$ cat config.mk
export PLATFORM = sky130hd
export DESIGN_NAME = output_delay_timers
export DESIGN_NICKNAME = d
export VERILOG_FILES = /design/src/design/output_delay_pkg.sv /design/src/design/delay_timer.sv /design/src/design/output_delay_timers.sv
export VERILOG_INCLUDE_DIRS = /design/src /design/src/design
export SDC_FILE = /design/constraint.sdc
export NUM_CORES = 1
export LEC_CHECK = 0
export BUFFER_PORTS_ARGS = -buffer_cell sky130_fd_sc_hd__buf_2
export CORE_MARGIN = 1.5
export CORE_UTILIZATION = 56
export CTS_CLUSTER_SIZE = 10
export DETAILED_ROUTE_END_ITERATION = 16
export GPL_TIMING_DRIVEN = 0
export HOLD_SLACK_MARGIN = 0.02
export PLACE_DENSITY = 0.84
export SLEW_MARGIN = 20
export SYNTH_ARGS = -nofsm -noshare
export SYNTH_HDL_FRONTEND = slang
export SYNTH_HIERARCHICAL = 1
export SYNTH_SLANG_ARGS = --single-unit
$ cat constraint.sdc
create_clock -name i_mclk -period 16.88 [get_ports i_mclk]
set_input_delay 0.844 -clock i_mclk [delete_from_list [all_inputs] [get_ports i_mclk]]
set_output_delay 0.844 -clock i_mclk [all_outputs]
set_load 0.02 [all_outputs]
$ cat src/design/output_delay_consts.svh
// timing counts, reset values and widths for the output delay timers
`ifndef OUTPUT_DELAY_CONSTS_SVH
`define OUTPUT_DELAY_CONSTS_SVH

// ----------------------------------------------------------------------------
// timebase
// ----------------------------------------------------------------------------
`define ODT_MCLK_PERIOD_NS 32'h0000_0032
`define ODT_TICK_PERIOD_NS 32'h004c_4b40
`define ODT_TICK_CYCLES    (`ODT_TICK_PERIOD_NS / `ODT_MCLK_PERIOD_NS)

// ----------------------------------------------------------------------------
// delay widths and reset values, in 5 ms ticks
// ----------------------------------------------------------------------------
`define ODT_DLY_W          16
`define ODT_CNT_W          17
`define ODT_CNT_MAX        17'h1_ffff
`define ODT_SW_NUM         2
`define ODT_SW_ON_RST      16'h0000
`define ODT_SW_OFF_RST     16'h0000
`define ODT_SW_NT_RST      16'h2ee0
`define ODT_ANA_NT_RST     16'h0000
`define ODT_NOSYNC_RST     16'h0000
`define ODT_TEMP_COMP_RST  1'h1

`endif

$ cat src/design/output_delay_pkg.sv
// types shared by the output delay timers
`default_nettype none
package output_delay_pkg;

  typedef enum logic [1:0] {
    NT_HOLD,
    NT_ON,
    NT_OFF
  } sw_nt_act_t;

  typedef enum logic [1:0] {
    FB_HOLD,
    FB_HIGH,
    FB_LOW
  } ana_fb_t;

  typedef enum logic [1:0] {
    DRV_TRACK,
    DRV_HOLD,
    DRV_HIGH,
    DRV_LOW
  } ana_drive_t;

  typedef struct packed {
    logic [1:0][15:0] sw_on_dly;
    logic [1:0][15:0] sw_off_dly;
    logic [1:0][15:0] sw_nt_dly;
    sw_nt_act_t [1:0] sw_nt_act;
    logic [15:0]      ana_nt_dly;
    ana_fb_t          cur_fb;
    ana_fb_t          vol_fb;
    logic [15:0]      nosync_dly;
    logic             temp_comp_en;
  } cfg_t;

  typedef struct packed {
    logic       target;
    logic       sync_used;
    logic       sync_ok;
    logic [1:0] want_on;
  } sense_t;

endpackage
`default_nettype wire

$ cat src/design/delay_timer.sv
// retriggerable delay timer counting 5 ms ticks
`timescale 1ns/100ps
`default_nettype none
`include "output_delay_consts.svh"

module delay_timer (
  input  wire logic                  i_mclk,
  input  wire logic                  i_rstn,
  input  wire logic                  i_tick,
  input  wire logic                  i_trig,
  input  wire logic [`ODT_DLY_W-1:0] i_delay,
  output logic                       o_done
);

  logic [`ODT_CNT_W-1:0] cnt_r;

  // ----------------------------------------------------------------------------
  // tick counter, cleared whenever the trigger drops
  // ----------------------------------------------------------------------------
  always_ff @(posedge i_mclk or negedge i_rstn) begin
    if (!i_rstn) begin
      cnt_r <= '0;
    end else if (!i_trig) begin
      cnt_r <= '0;
    end else if (i_tick && cnt_r != `ODT_CNT_MAX) begin
      cnt_r <= cnt_r + 17'h0_0001;
    end
  end

  // first tick may be partial, so one extra tick keeps the delay a true minimum
  always_ff @(posedge i_mclk or negedge i_rstn) begin
    if (!i_rstn) begin
      o_done <= 1'b0;
    end else begin
      o_done <= i_trig && (i_delay == 16'h0000 || cnt_r > {1'b0, i_delay});
    end
  end

endmodule // delay_timer
`default_nettype wire

$ cat src/design/output_delay_timers.sv
// output delay timers for the switch and analog outputs
//
// Overview of operation
// - every delay 0 to 5.46 min, 5 ms step
// - each switch has on, off, no-target delays
// - switch on/off default 0, no-target 60 s
// - delay starts at first triggering condition
// - delay clears when trigger goes away early
// - switch changes only after full uninterrupted delay
// - one analog no-target delay, default zero
// - expired analog delay forces high, low or hold
// - separate fallback for current and voltage outputs
// - analog delay starts on loss, clears on return
// - no-sync delay only with sync, default zero
// - temperature compensation selectable, enabled by default
`timescale 1ns/100ps
`default_nettype none
`include "output_delay_consts.svh"

module output_delay_timers #(
  parameter int unsigned TICK_CYCLES = `ODT_TICK_CYCLES
) (
  input  wire logic                         i_mclk,
  input  wire logic                         i_rstn,
  input  wire logic                         i_cfg_wr,
  input  wire output_delay_pkg::cfg_t       i_cfg,
  input  wire output_delay_pkg::sense_t     i_sense,
  output logic [`ODT_SW_NUM-1:0]            o_sw,
  output output_delay_pkg::ana_drive_t      o_cur_drv,
  output output_delay_pkg::ana_drive_t      o_vol_drv,
  output logic                              o_nosync,
  output logic                              o_temp_comp_en,
  output output_delay_pkg::cfg_t            o_cfg
);
  import output_delay_pkg::*;

  logic        rst_meta_r;
  logic        rst_sync_r;
  logic [16:0] div_r;
  logic        tick_r;
  cfg_t        cfg_r;
  logic        ana_done;
  logic        nosync_done;

  // ----------------------------------------------------------------------------
  // reset release
  // ----------------------------------------------------------------------------
  always_ff @(posedge i_mclk or negedge i_rstn) begin
    if (!i_rstn) begin
      rst_meta_r <= 1'b0;
      rst_sync_r <= 1'b0;
    end else begin
      rst_meta_r <= 1'b1;
      rst_sync_r <= rst_meta_r;
    end
  end

  // ----------------------------------------------------------------------------
  // 5 ms tick divider
  // ----------------------------------------------------------------------------
  always_ff @(posedge i_mclk or negedge rst_sync_r) begin
    if (!rst_sync_r) begin
      div_r  <= '0;
      tick_r <= 1'b0;
    end else if (div_r == 17'(TICK_CYCLES - 1)) begin
      div_r  <= '0;
      tick_r <= 1'b1;
    end else begin
      div_r  <= div_r + 17'h0_0001;
      tick_r <= 1'b0;
    end
  end

  // ----------------------------------------------------------------------------
  // configuration, loaded whole on a write strobe
  // ----------------------------------------------------------------------------
  always_ff @(posedge i_mclk or negedge rst_sync_r) begin
    if (!rst_sync_r) begin
      cfg_r.sw_on_dly    <= {`ODT_SW_ON_RST, `ODT_SW_ON_RST};
      cfg_r.sw_off_dly   <= {`ODT_SW_OFF_RST, `ODT_SW_OFF_RST};
      cfg_r.sw_nt_dly    <= {`ODT_SW_NT_RST, `ODT_SW_NT_RST};
      cfg_r.sw_nt_act    <= '{NT_HOLD, NT_HOLD};
      cfg_r.ana_nt_dly   <= `ODT_ANA_NT_RST;
      cfg_r.cur_fb       <= FB_HOLD;
      cfg_r.vol_fb       <= FB_HOLD;
      cfg_r.nosync_dly   <= `ODT_NOSYNC_RST;
      cfg_r.temp_comp_en <= `ODT_TEMP_COMP_RST;
    end else if (i_cfg_wr) begin
      cfg_r <= i_cfg;
    end
  end

  always_ff @(posedge i_mclk or negedge rst_sync_r) begin
    if (!rst_sync_r) begin
      o_cfg          <= '0;
      o_temp_comp_en <= 1'b0;
    end else begin
      o_cfg          <= cfg_r;
      o_temp_comp_en <= cfg_r.temp_comp_en;
    end
  end

  // ----------------------------------------------------------------------------
  // switch outputs
  // ----------------------------------------------------------------------------
  // triggers are mutually exclusive, so only one timer per switch runs at once
  for (genvar s = 0; s < `ODT_SW_NUM; s++) begin : g_sw
    logic on_trig;
    logic off_trig;
    logic nt_trig;
    logic on_done;
    logic off_done;
    logic nt_done;

    assign on_trig  = i_sense.target && i_sense.want_on[s] && !o_sw[s];
    assign off_trig = i_sense.target && !i_sense.want_on[s] && o_sw[s];
    assign nt_trig  = !i_sense.target;

    delay_timer u_on (
      .i_mclk  (i_mclk),
      .i_rstn  (rst_sync_r),
      .i_tick  (tick_r),
      .i_trig  (on_trig),
      .i_delay (cfg_r.sw_on_dly[s]),
      .o_done  (on_done)
    );

    delay_timer u_off (
      .i_mclk  (i_mclk),
      .i_rstn  (rst_sync_r),
      .i_tick  (tick_r),
      .i_trig  (off_trig),
      .i_delay (cfg_r.sw_off_dly[s]),
      .o_done  (off_done)
    );

    delay_timer u_nt (
      .i_mclk  (i_mclk),
      .i_rstn  (rst_sync_r),
      .i_tick  (tick_r),
      .i_trig  (nt_trig),
      .i_delay (cfg_r.sw_nt_dly[s]),
      .o_done  (nt_done)
    );

    always_ff @(posedge i_mclk or negedge rst_sync_r) begin
      if (!rst_sync_r) begin
        o_sw[s] <= 1'b0;
      end else if (nt_done) begin
        unique case (cfg_r.sw_nt_act[s])
          NT_ON:   o_sw[s] <= 1'b1;
          NT_OFF:  o_sw[s] <= 1'b0;
          default: o_sw[s] <= o_sw[s];
        endcase
      end else if (on_done) begin
        o_sw[s] <= 1'b1;
      end else if (off_done) begin
        o_sw[s] <= 1'b0;
      end
    end
  end

  // ----------------------------------------------------------------------------
  // analog no-target and no-sync delays
  // ----------------------------------------------------------------------------
  delay_timer u_ana_nt (
    .i_mclk  (i_mclk),
    .i_rstn  (rst_sync_r),
    .i_tick  (tick_r),
    .i_trig  (!i_sense.target),
    .i_delay (cfg_r.ana_nt_dly),
    .o_done  (ana_done)
  );

  delay_timer u_nosync (
    .i_mclk  (i_mclk),
    .i_rstn  (rst_sync_r),
    .i_tick  (tick_r),
    .i_trig  (i_sense.sync_used && !i_sense.sync_ok),
    .i_delay (cfg_r.nosync_dly),
    .o_done  (nosync_done)
  );

  function automatic ana_drive_t fb_drive(input ana_fb_t fb);
    unique case (fb)
      FB_HIGH: fb_drive = DRV_HIGH;
      FB_LOW:  fb_drive = DRV_LOW;
      default: fb_drive = DRV_HOLD;
    endcase
  endfunction

  always_ff @(posedge i_mclk or negedge rst_sync_r) begin
    if (!rst_sync_r) begin
      o_cur_drv <= DRV_TRACK;
      o_vol_drv <= DRV_TRACK;
      o_nosync  <= 1'b0;
    end else begin
      o_cur_drv <= ana_done ? fb_drive(cfg_r.cur_fb) : DRV_TRACK;
      o_vol_drv <= ana_done ? fb_drive(cfg_r.vol_fb) : DRV_TRACK;
      o_nosync  <= nosync_done && i_sense.sync_used;
    end
  end
endmodule // output_delay_timers
`default_nettype wire

======== Yosys cells after proc, flatten, opt, wreduce, memory -nomap -nowiden ========
Index checks and enable logic that the tools add are counted.
operators by class
  equality and inequality tests ........... 24
  reduce and logical (&&, ||, !) cells .... 55
  bitwise operators ....................... 0
  magnitude comparators ................... 8
  multipliers ............................. 0
  muxes and demuxes ....................... 30
  div/mod/pow operators ................... 0
  add/subtract/negate cells ............... 9
  shifts and indexed selects .............. 0
operators by type and width
  cell                   number
  $mux 17                17
  $add 17x1->17 const B  9
  $gt 17x16->1           8
  $ne 17x17->1 const B   8
  $logic_not 16->1       8
  $logic_and 1x1->1      26
  $eq 17x17->1 const B   1
  $ne 2x2->1 const B     5
  $eq 2x1->1 const B     4
  $eq 2x2->1 const B     4
  $logic_or 1x1->1       8
  $pmux 2 s2             2
  $mux 1                 7
  $logic_not 1->1        6
  $ne 3x3->1 const B     2
  $reduce_bool 2->1      3
  $reduce_bool 3->1      2
  $mux 2                 2
  $pmux 1 s2             2
  $reduce_and 2->1       2
word-level totals
  ROM bits ................................ 0
  bits in latches ......................... 0
  register bits after elaboration ......... 445
  bits of input ports ..................... 145
  output and inout port bits .............. 145
  memories kept ........................... 0
  logic and storage cells ................. 177
  RAM bits ................................ 0

======== Longest topological paths before layout ========
Gate-level depths: netlist (run 1).
  word-level depth ........................ 4
  depth in mapped cells ................... 9
  mapped depth without buffers ............ 8

======== By module ========
Netlist (run 1), hierarchy kept.
by module, submodules not included
  module                          area each (um^2)  seq. area each (um^2)  cells each  times used
  output_delay_timers             9,734.3           7,551.0                547         1
  delay_timer (g_sw[0].u_on ...)  1,373.8           450.4                  156         4
  delay_timer (g_sw[0].u_nt ...)  1,327.5           450.4                  148         4

======== Worst setup path after synthesis (run 1) ========
No wires, ideal clock.
  path type ............................... register to register
  start point ............................. register g_sw[0].u_nt.cnt_r[4]
  end point ............................... register g_sw[0].u_nt.cnt_r[12]
  slack ................................... 14,626 ps
  period minus slack after synthesis ...... 2,254 ps
  path buffers ............................ 1
  cell stages (with the launch flop) ...... 10
  data required time ...................... 16,800 ps
  setup time .............................. 80 ps
  data arrival time ....................... 2,175 ps
  cells stage by stage .................... dfrtp_1 > and4_1 > nand4_1 > buf_2 > nor4_1 > ha_1 > nor2b_1 > nand3_1 > or4_1 > a21oi_1
between the ends
  cells in the longest elaborated chain, start to end .. 3
  elaborated cells between the ends (all ways) .. 6
  those cells by class .................... add/sub (1); eq/ne (1); mux (2); reduce/logical (2)
ends and longest elaborated chain
  element                                               RTL line           RTL
  start: declaration                                    delay_timer.sv:15  logic [`ODT_CNT_W-1:0] cnt_r;
  start signal: assignment                              delay_timer.sv:26  cnt_r <= cnt_r + 17'h0_0001;
  $add 17x1->17 / $ne 17x17->1 (equally long branches)  -
  $mux 17 / $logic_and 1x1->1 (equally long branches)   -
  $mux 17 / $reduce_bool 2->1 (equally long branches)   -
Parallel ways exist; a longest one is shown, timed or not. The select of a mux whose other input is x is not followed.
A chain may end at the register's enable or synchronous reset.

======== Worst setup path in the final report (run 1) ========
  start point ............................. register u_nosync.cnt_r[5]
  end point ............................... register u_nosync.cnt_r[13]
between the ends
  cells in the longest elaborated chain, start to end .. 3
  elaborated cells between the ends (all ways) .. 6
  those cells by class .................... add/sub (1); eq/ne (2); mux (2); reduce/logical (1)
ends and longest elaborated chain
  element                                               RTL line
  start: declaration                                    delay_timer.sv:15
  start signal: assignment                              delay_timer.sv:26
  $add 17x1->17 / $ne 17x17->1 (equally long branches)  -
  $mux 17 / $logic_and 1x1->1 (equally long branches)   -
  $mux 17 / $ne 2x2->1 (equally long branches)          -
Parallel ways exist; a longest one is shown, timed or not. The select of a mux whose other input is x is not followed.

==> impl_metrics.tcl, run 1 <==
set metrics [dict create \
    status "complete, no violations" \
    hp-class "reg2async" \
    grt_start_max_net_pins 62 \
    regToRegSetupSlack_ns 14.16 \
    cap_violations 0 \
    die-area_um2 37800 \
    hold_violations 0 \
    rsz0062_at_grt "false" \
    fillCellCount 2534 \
    layout_commonest_cell "dfrtp_1" \
    slew_headroom 0.378 \
    nNetsFinal 2406 \
    post-route-period-util 0.161 \
    syn_to_final_growth_pct 18.3 \
    worst_pin_slew_ns 0.934 \
    cts_tree "built" \
    crit_start "u_nosync/cnt_r[5]$_DFFE_PN0P_" \
    final_core_util 0.678 \
    cp-start-kind "register" \
    drive_gt1_frac 0.256 \
    worst_ep_arrival_time_ns 3.22 \
    synth_top_area_frac 0.524 \
    ioPinCount 290 \
    rows 69 \
    drcViolationCount 0 \
    synth.top_cells.by_area "dfrtp_1 52%, ha_1 9.0%, mux2_2 7.3%" \
    crit_chain "nand4_4, or3_4, nor3_1, ha_1, nand2b_1, clkbuf_1, a21oi_1, a31o_2, a21oi_1" \
    endpoint "u_nosync/cnt_r[13]$_DFFE_PN0P_" \
    clk_root_buffer_cell "clkbuf_16" \
    required_ns 17.38 \
    start_util 0.573 \
    coreArea_um2 35800 \
    ant_nets 0 \
    clock_path_buffers 3 \
    setup_violations 0 \
    via_per_inst 5.85 \
    routed_wl_mm 49.1 \
    grt_pass1_vias 15600 \
    finClkSkew_ns 0.0113 \
    dieHeight_um 195 \
    fmax_mhz 368 \
    holdWs_ns 0.331 \
    synth_seq_area_share 0.543 \
    crit_top_cell "a21oi_1" \
    power_density_nw_per_um2 100 \
    grt_overflow_total 0 \
    p_leak_nw 11.4 \
    crit_type "reg2reg" \
    drt_pass1_iterations 5 \
    r2r-start "u_nosync/cnt_r[5]$_DFFE_PN0P_" \
    final_cell_mix "429 x dfrtp_1, 308 x buf_2, 157 x inv_1" \
    tns_ns 0 \
    clk_pin_slew_ns 0.05 \
    slew_viol_final 0 \
    grt_first_pass_wirelength_mm 79.3 \
    ys_seq_elements 445 \
    cpMaxStageDelayCell "dfrtp_1" \
    cts_sinks 445 \
    grt_usage 0.260 \
    synthCells 1763 \
    timing.final.crit_period_ns 2.72 \
    numCtsBuffers 52 \
    yosysTopAreaCell "dfrtp_1" \
    ff2ff_path_depth 9 \
    peakVddDrop_uv 89.3 \
    post_cts_buffers 0 \
    place.gp.congestion 0.890 \
    worstReg2RegEnd "u_nosync/cnt_r[13]$_DFFE_PN0P_" \
    htree_levels 2 \
    port_buffers 288 \
    end_kind "register" \
    power_mw 2.44 \
    first_iter_violations 1028 \
    antenna_found_initial 6 \
    syn_nets 2055 \
    synthArstFlopShare 1.00 \
    crit_fanout 9 \
    syn_area_per_cell_um2 11.7 \
    ys_warn_count 6 \
    dp_hpwl_mm 36.1 \
    clk_latency_ns 0.59 \
    cpPeakStageDelay_ns 0.48 \
    yosysUniqueCellTypes 52 \
    avgRoutedWirePerCell_um 18.8 \
    syn_area_um2 20500 \
    die_x_um 195 \
    num_vias 15300 \
    synth_top_flop_cell "dfrtp_1" \
    synth_edf_count 0 \
]
==> logic make-up after synthesis <==
group	Yosys count	synth area share
simple gates	505	0.139
flops	445	0.543
compound gates	230	0.0732
buf+inv	199	0.0378
fa+ha+maj	147	0.0895
mux	141	0.0768
xor+xnor	95	0.0405
other cells	1	0.000183
==> through the flow <==
step / instance area (µm²) / worst slack (ns) / std cells
2_1_floorplan: 20500 / 3.58 / 1763
3_3_place_gp: 22600 / -0.478 / 2512
5_1_grt: 24300 / 13.95 / 2607
3_5_place_dp: 22800 / 14.04 / 2520
6_report: 24300 / 14.16 / 2608
4_1_cts: 24300 / 14.20 / 2602
==> how the worst min path moves through the flow <==
stage	startpoint	endpoint	slack (ns)	depth (start not counted)
floorplan	rst_meta_r$_DFF_PN0_	rst_sync_r$_DFF_PN0_	0.33	0
global placement	rst_meta_r$_DFF_PN0_	rst_sync_r$_DFF_PN0_	0.34	0
detailed placement	rst_meta_r$_DFF_PN0_	rst_sync_r$_DFF_PN0_	0.34	0
CTS	rst_meta_r$_DFF_PN0_	rst_sync_r$_DFF_PN0_	0.35	0
global route	rst_meta_r$_DFF_PN0_	rst_sync_r$_DFF_PN0_	0.37	0
finish	rst_sync_r$_DFF_PN0_	o_cfg[97]$_DFF_PN0_	0.33	0
==> synthesized netlist by cell type (9+ instances only) <==
cell type	number
buf_2	20
nor3_1	29
nand4_1	64
xor2_1	36
mux2_2	133
nor2b_1	14
inv_1	157
nor2_1	105
dfrtp_1	430
a21oi_1	84
clkbuf_1	9
a21o_1	28
xnor2_1	59
a31oi_1	10
a211oi_1	14
or3_1	16
ha_1	147
nor4_1	57
o31ai_1	24
nand3_1	37
nand2_1	86
or4_1	32
dfstp_2	15
o21ai_0	18
==> final cells by class <==
class                           count  area, µm²  share of cell area
Antenna cell                        6       15.0            0.000618
Buffer                             34        156             0.00644
Clock buffer                       75       1400              0.0575
Clock inverter                      6       92.6             0.00381
Inverter                          165        619              0.0255
Multi-Input combinational cell   1119       8610               0.354
Sequential cell                   445      11200               0.459
Tap cell                          461        577              0.0237
Timing Repair Buffer              297       1660              0.0685
==> per-layer routing <==
metal  GRT usage  wire [µm]
met1       0.328      20500
met2       0.443      24300
met3      0.0526       2800
met4       0.102       1520
met5           0          0
==> flip-flops by register name (all words and copies together), names as in the netlist, 2 cells and up <==
register,cells
div_r,17
g_sw.u_nt/o_done,2
g_sw.u_on/o_done,2
u_nosync/cnt_r,17
g_sw.u_off/cnt_r,34
g_sw.u_off/o_done,2
g_sw.u_nt/cnt_r,34
o_cur_drv,2
cfg_r,137
g_sw.u_on/cnt_r,34
o_vol_drv,2
o_sw,2
o_cfg,137
u_ana_nt/cnt_r,17
==> critical path, delay by kind of cell (launching register included) <==
| kind | cells | cell delay, ns |
|---|---|---|
| flip-flops | 1 | 0.48 |
| AND/OR/NAND/NOR | 4 | 1.00 |
| buffers and inverters | 1 | 0.35 |
| adder cells (fa/ha/maj) | 1 | 0.22 |
| AO/OA/AOI/OAI | 3 | 0.57 |
==> power by group <==
part | switching (mW) | internal [mW] | total (mW)
Combinational | 0.150 | 0.0948 | 0.245
Sequential | 0.0550 | 1.14 | 1.19
Clock | 0.419 | 0.584 | 1.00
Total | 0.623 | 1.82 | 2.44
==> timing repair <==
item	CTS	global route
gates resized for setup	0	0
hold buffers	1	0
endpoints found under the hold margin	2	0
Power figures use the tool's default switching activity.
==> inputs of run 2 (changes only) <==
- CORE_UTILIZATION: 56 -> 52
- PLACE_DENSITY: 0.84 -> 0.82
- clock period: 16.88 -> 2.25 ns (I/O delays scaled with it)
==> impl_metrics.tcl, run 2 (synthesis results as in run 1) <==
set metrics [dict create \
    status "finished with violations" \
    violations "negative setup slack" \
    cts_sinks 445 \
    grt_first_pass_wirelength_mm 90.5 \
    cts_tree "built" \
    r2r-start "g_sw[0].u_off/cnt_r[7]$_DFFE_PN0P_" \
    hold_violations 0 \
    die-area_um2 40700 \
    ff2ff_path_depth 9 \
    port_buffers 288 \
    timing.final.crit_period_ns 2.42 \
    num_vias 16900 \
    routed_wl_mm 58.4 \
    placed_cell_area_um2 22800 \
    post-route-period-util 1.08 \
    required_ns 2.73 \
    dp_hpwl_mm 35.8 \
    drive_gt1_frac 0.322 \
    slew_viol_final 0 \
    start_util 0.529 \
    place_ws_ns -0.349 \
    cp-start-kind "register" \
    clk_pin_slew_ns 0.06 \
    hold_end "cfg_r[32]$_DFFE_PN0P_" \
    peakVddDrop_uv 577 \
    worstReg2RegEnd "g_sw[0].u_off/cnt_r[15]$_DFFE_PN0P_" \
    slew_headroom 0.522 \
    numCtsBuffers 51 \
    clk_latency_ns 0.59 \
    rsz0062_at_grt "true" \
    nNetsFinal 2659 \
    cap_violations 0 \
    grt_pass1_vias 17300 \
    ioPinCount 290 \
    avgRoutedWirePerCell_um 20.0 \
    grt_overflow_total 0 \
    layout_commonest_cell "dfrtp_1" \
    fmax_mhz 413 \
    crit_fanout 6 \
    htree_levels 2 \
    drcViolationCount 0 \
    finClkSkew_ns 0.0207 \
    drt_pass1_iterations 8 \
    p_leak_nw 12.7 \
    die_x_um 202 \
    dieHeight_um 202 \
    clock_path_buffers 3 \
    crit_type "reg2reg" \
    regToRegSetupSlack_ns -0.17 \
    hp-start "i_cfg_wr" \
    end_kind "register" \
    setup_slack_ns -0.174 \
    final_cell_count_no_fill 2924 \
    worst_ep_arrival_time_ns 2.90 \
    holdPathStages 3 \
    antenna_found_initial 2 \
    hp-class "in2reg" \
    coreArea_um2 38800 \
    place.gp.congestion 0.876 \
    ant_nets 0 \
    via_per_inst 5.78 \
    top_regs "cfg_r x137, o_cfg x137" \
    grt_start_max_net_pins 60 \
    rows 72 \
    dpl.cell_count 2577 \
    setup_violations 9 \
    final_area_um2 27000 \
    final_cell_mix "382 x dfrtp_1, 304 x buf_2, 157 x inv_1" \
    first_iter_violations 1219 \
    clk_root_buffer_cell "clkbuf_16" \
    syn_to_final_growth_pct 31.6 \
    power_density_nw_per_um2 687 \
    grt_usage 0.279 \
    worst_pin_slew_ns 0.716 \
]
## run 2: cell count changes in the layout (fill, tap and decap cells not counted), moves of 14 or more
cell	previous run	this run
ha_2	0	14
dlygate4sd3_1	1	145
dfrtp_1	429	382
ha_1	147	133
buf_4	1	112
dfrtp_2	0	47
## run 2: worst max-delay path: stages (launching register included)
cell,delay [ns]
dfrtp_1,0.39
and4_1,0.23
nand4_1,0.18
buf_6,0.15
nor4_4,0.04
ha_2,0.24
and4b_2,0.41
nand2_4,0.09
or4_1,0.42
a21oi_1,0.19
## run 2: layout make-up
type	instances	area (µm²)
antenna	3	7.51
buffer	30	166
clock buffer	87	1430
clock inverter	2	16.3
fill	2479	11800
inverter	165	619
multi-input combinational	1119	8960
sequential	445	11200
tap	518	648
timing repair buffer	555	3970
## run 2: report_power, final
group / switching (mW) / internal, mW
Combinational: 1.23 / 0.882
Sequential: 0.429 / 8.53
Clock: 3.22 / 4.27
Total: 4.87 / 13.7
## run 2: repair_timing
item	4_1_cts	5_1_grt
pin swaps	2	43
endpoints found under the setup margin	89	186
gates resized for setup	58	83
gates cloned	0	0
setup buffers	27	87
hold buffers	144	1
hold endpoints to repair	162	1
## run 2: worst max path at each step
stage,startpoint,cells past startpoint,end
2_1_floorplan,rst_sync_r$_DFF_PN0_,0,cfg_r[100]$_DFFE_PN0P_
3_3_place_gp,rst_sync_r$_DFF_PN0_,0,o_cfg[115]$_DFF_PN0_
3_5_place_dp,tick_r$_DFF_PN0_,4,g_sw[1].u_nt/cnt_r[14]$_DFFE_PN0P_
4_1_cts,g_sw[0].u_on/cnt_r[5]$_DFFE_PN0P_,8,g_sw[0].u_on/cnt_r[13]$_DFFE_PN0P_
5_1_grt,g_sw[0].u_off/cnt_r[6]$_DFFE_PN0P_,9,g_sw[0].u_off/cnt_r[15]$_DFFE_PN0P_
6_report,g_sw[0].u_off/cnt_r[7]$_DFFE_PN0P_,9,g_sw[0].u_off/cnt_r[15]$_DFFE_PN0P_
## run 2: layer usage
metal,routed length (µm),track usage,vias up
met1,22400,0.335,8339
met3,3610,0.0562,240
met5,0,0,-
li1,-,-,7531
met2,29400,0.484,784
met4,2950,0.126,0
## run 2: through the flow
step                      total power, mW   TNS, ns  hold WS (ns)  utilization
after floorplan                      10.1   -912.58        -0.183            -
final                                18.6    -0.870         0.191        0.696
after global routing                 19.3     -1.61         0.195        0.696
after global placement               10.8  -1507.13        -0.103        0.583
after detailed placement             10.9    -12.19       -0.0954        0.588
after CTS                            18.6   -0.0710        0.0582        0.671
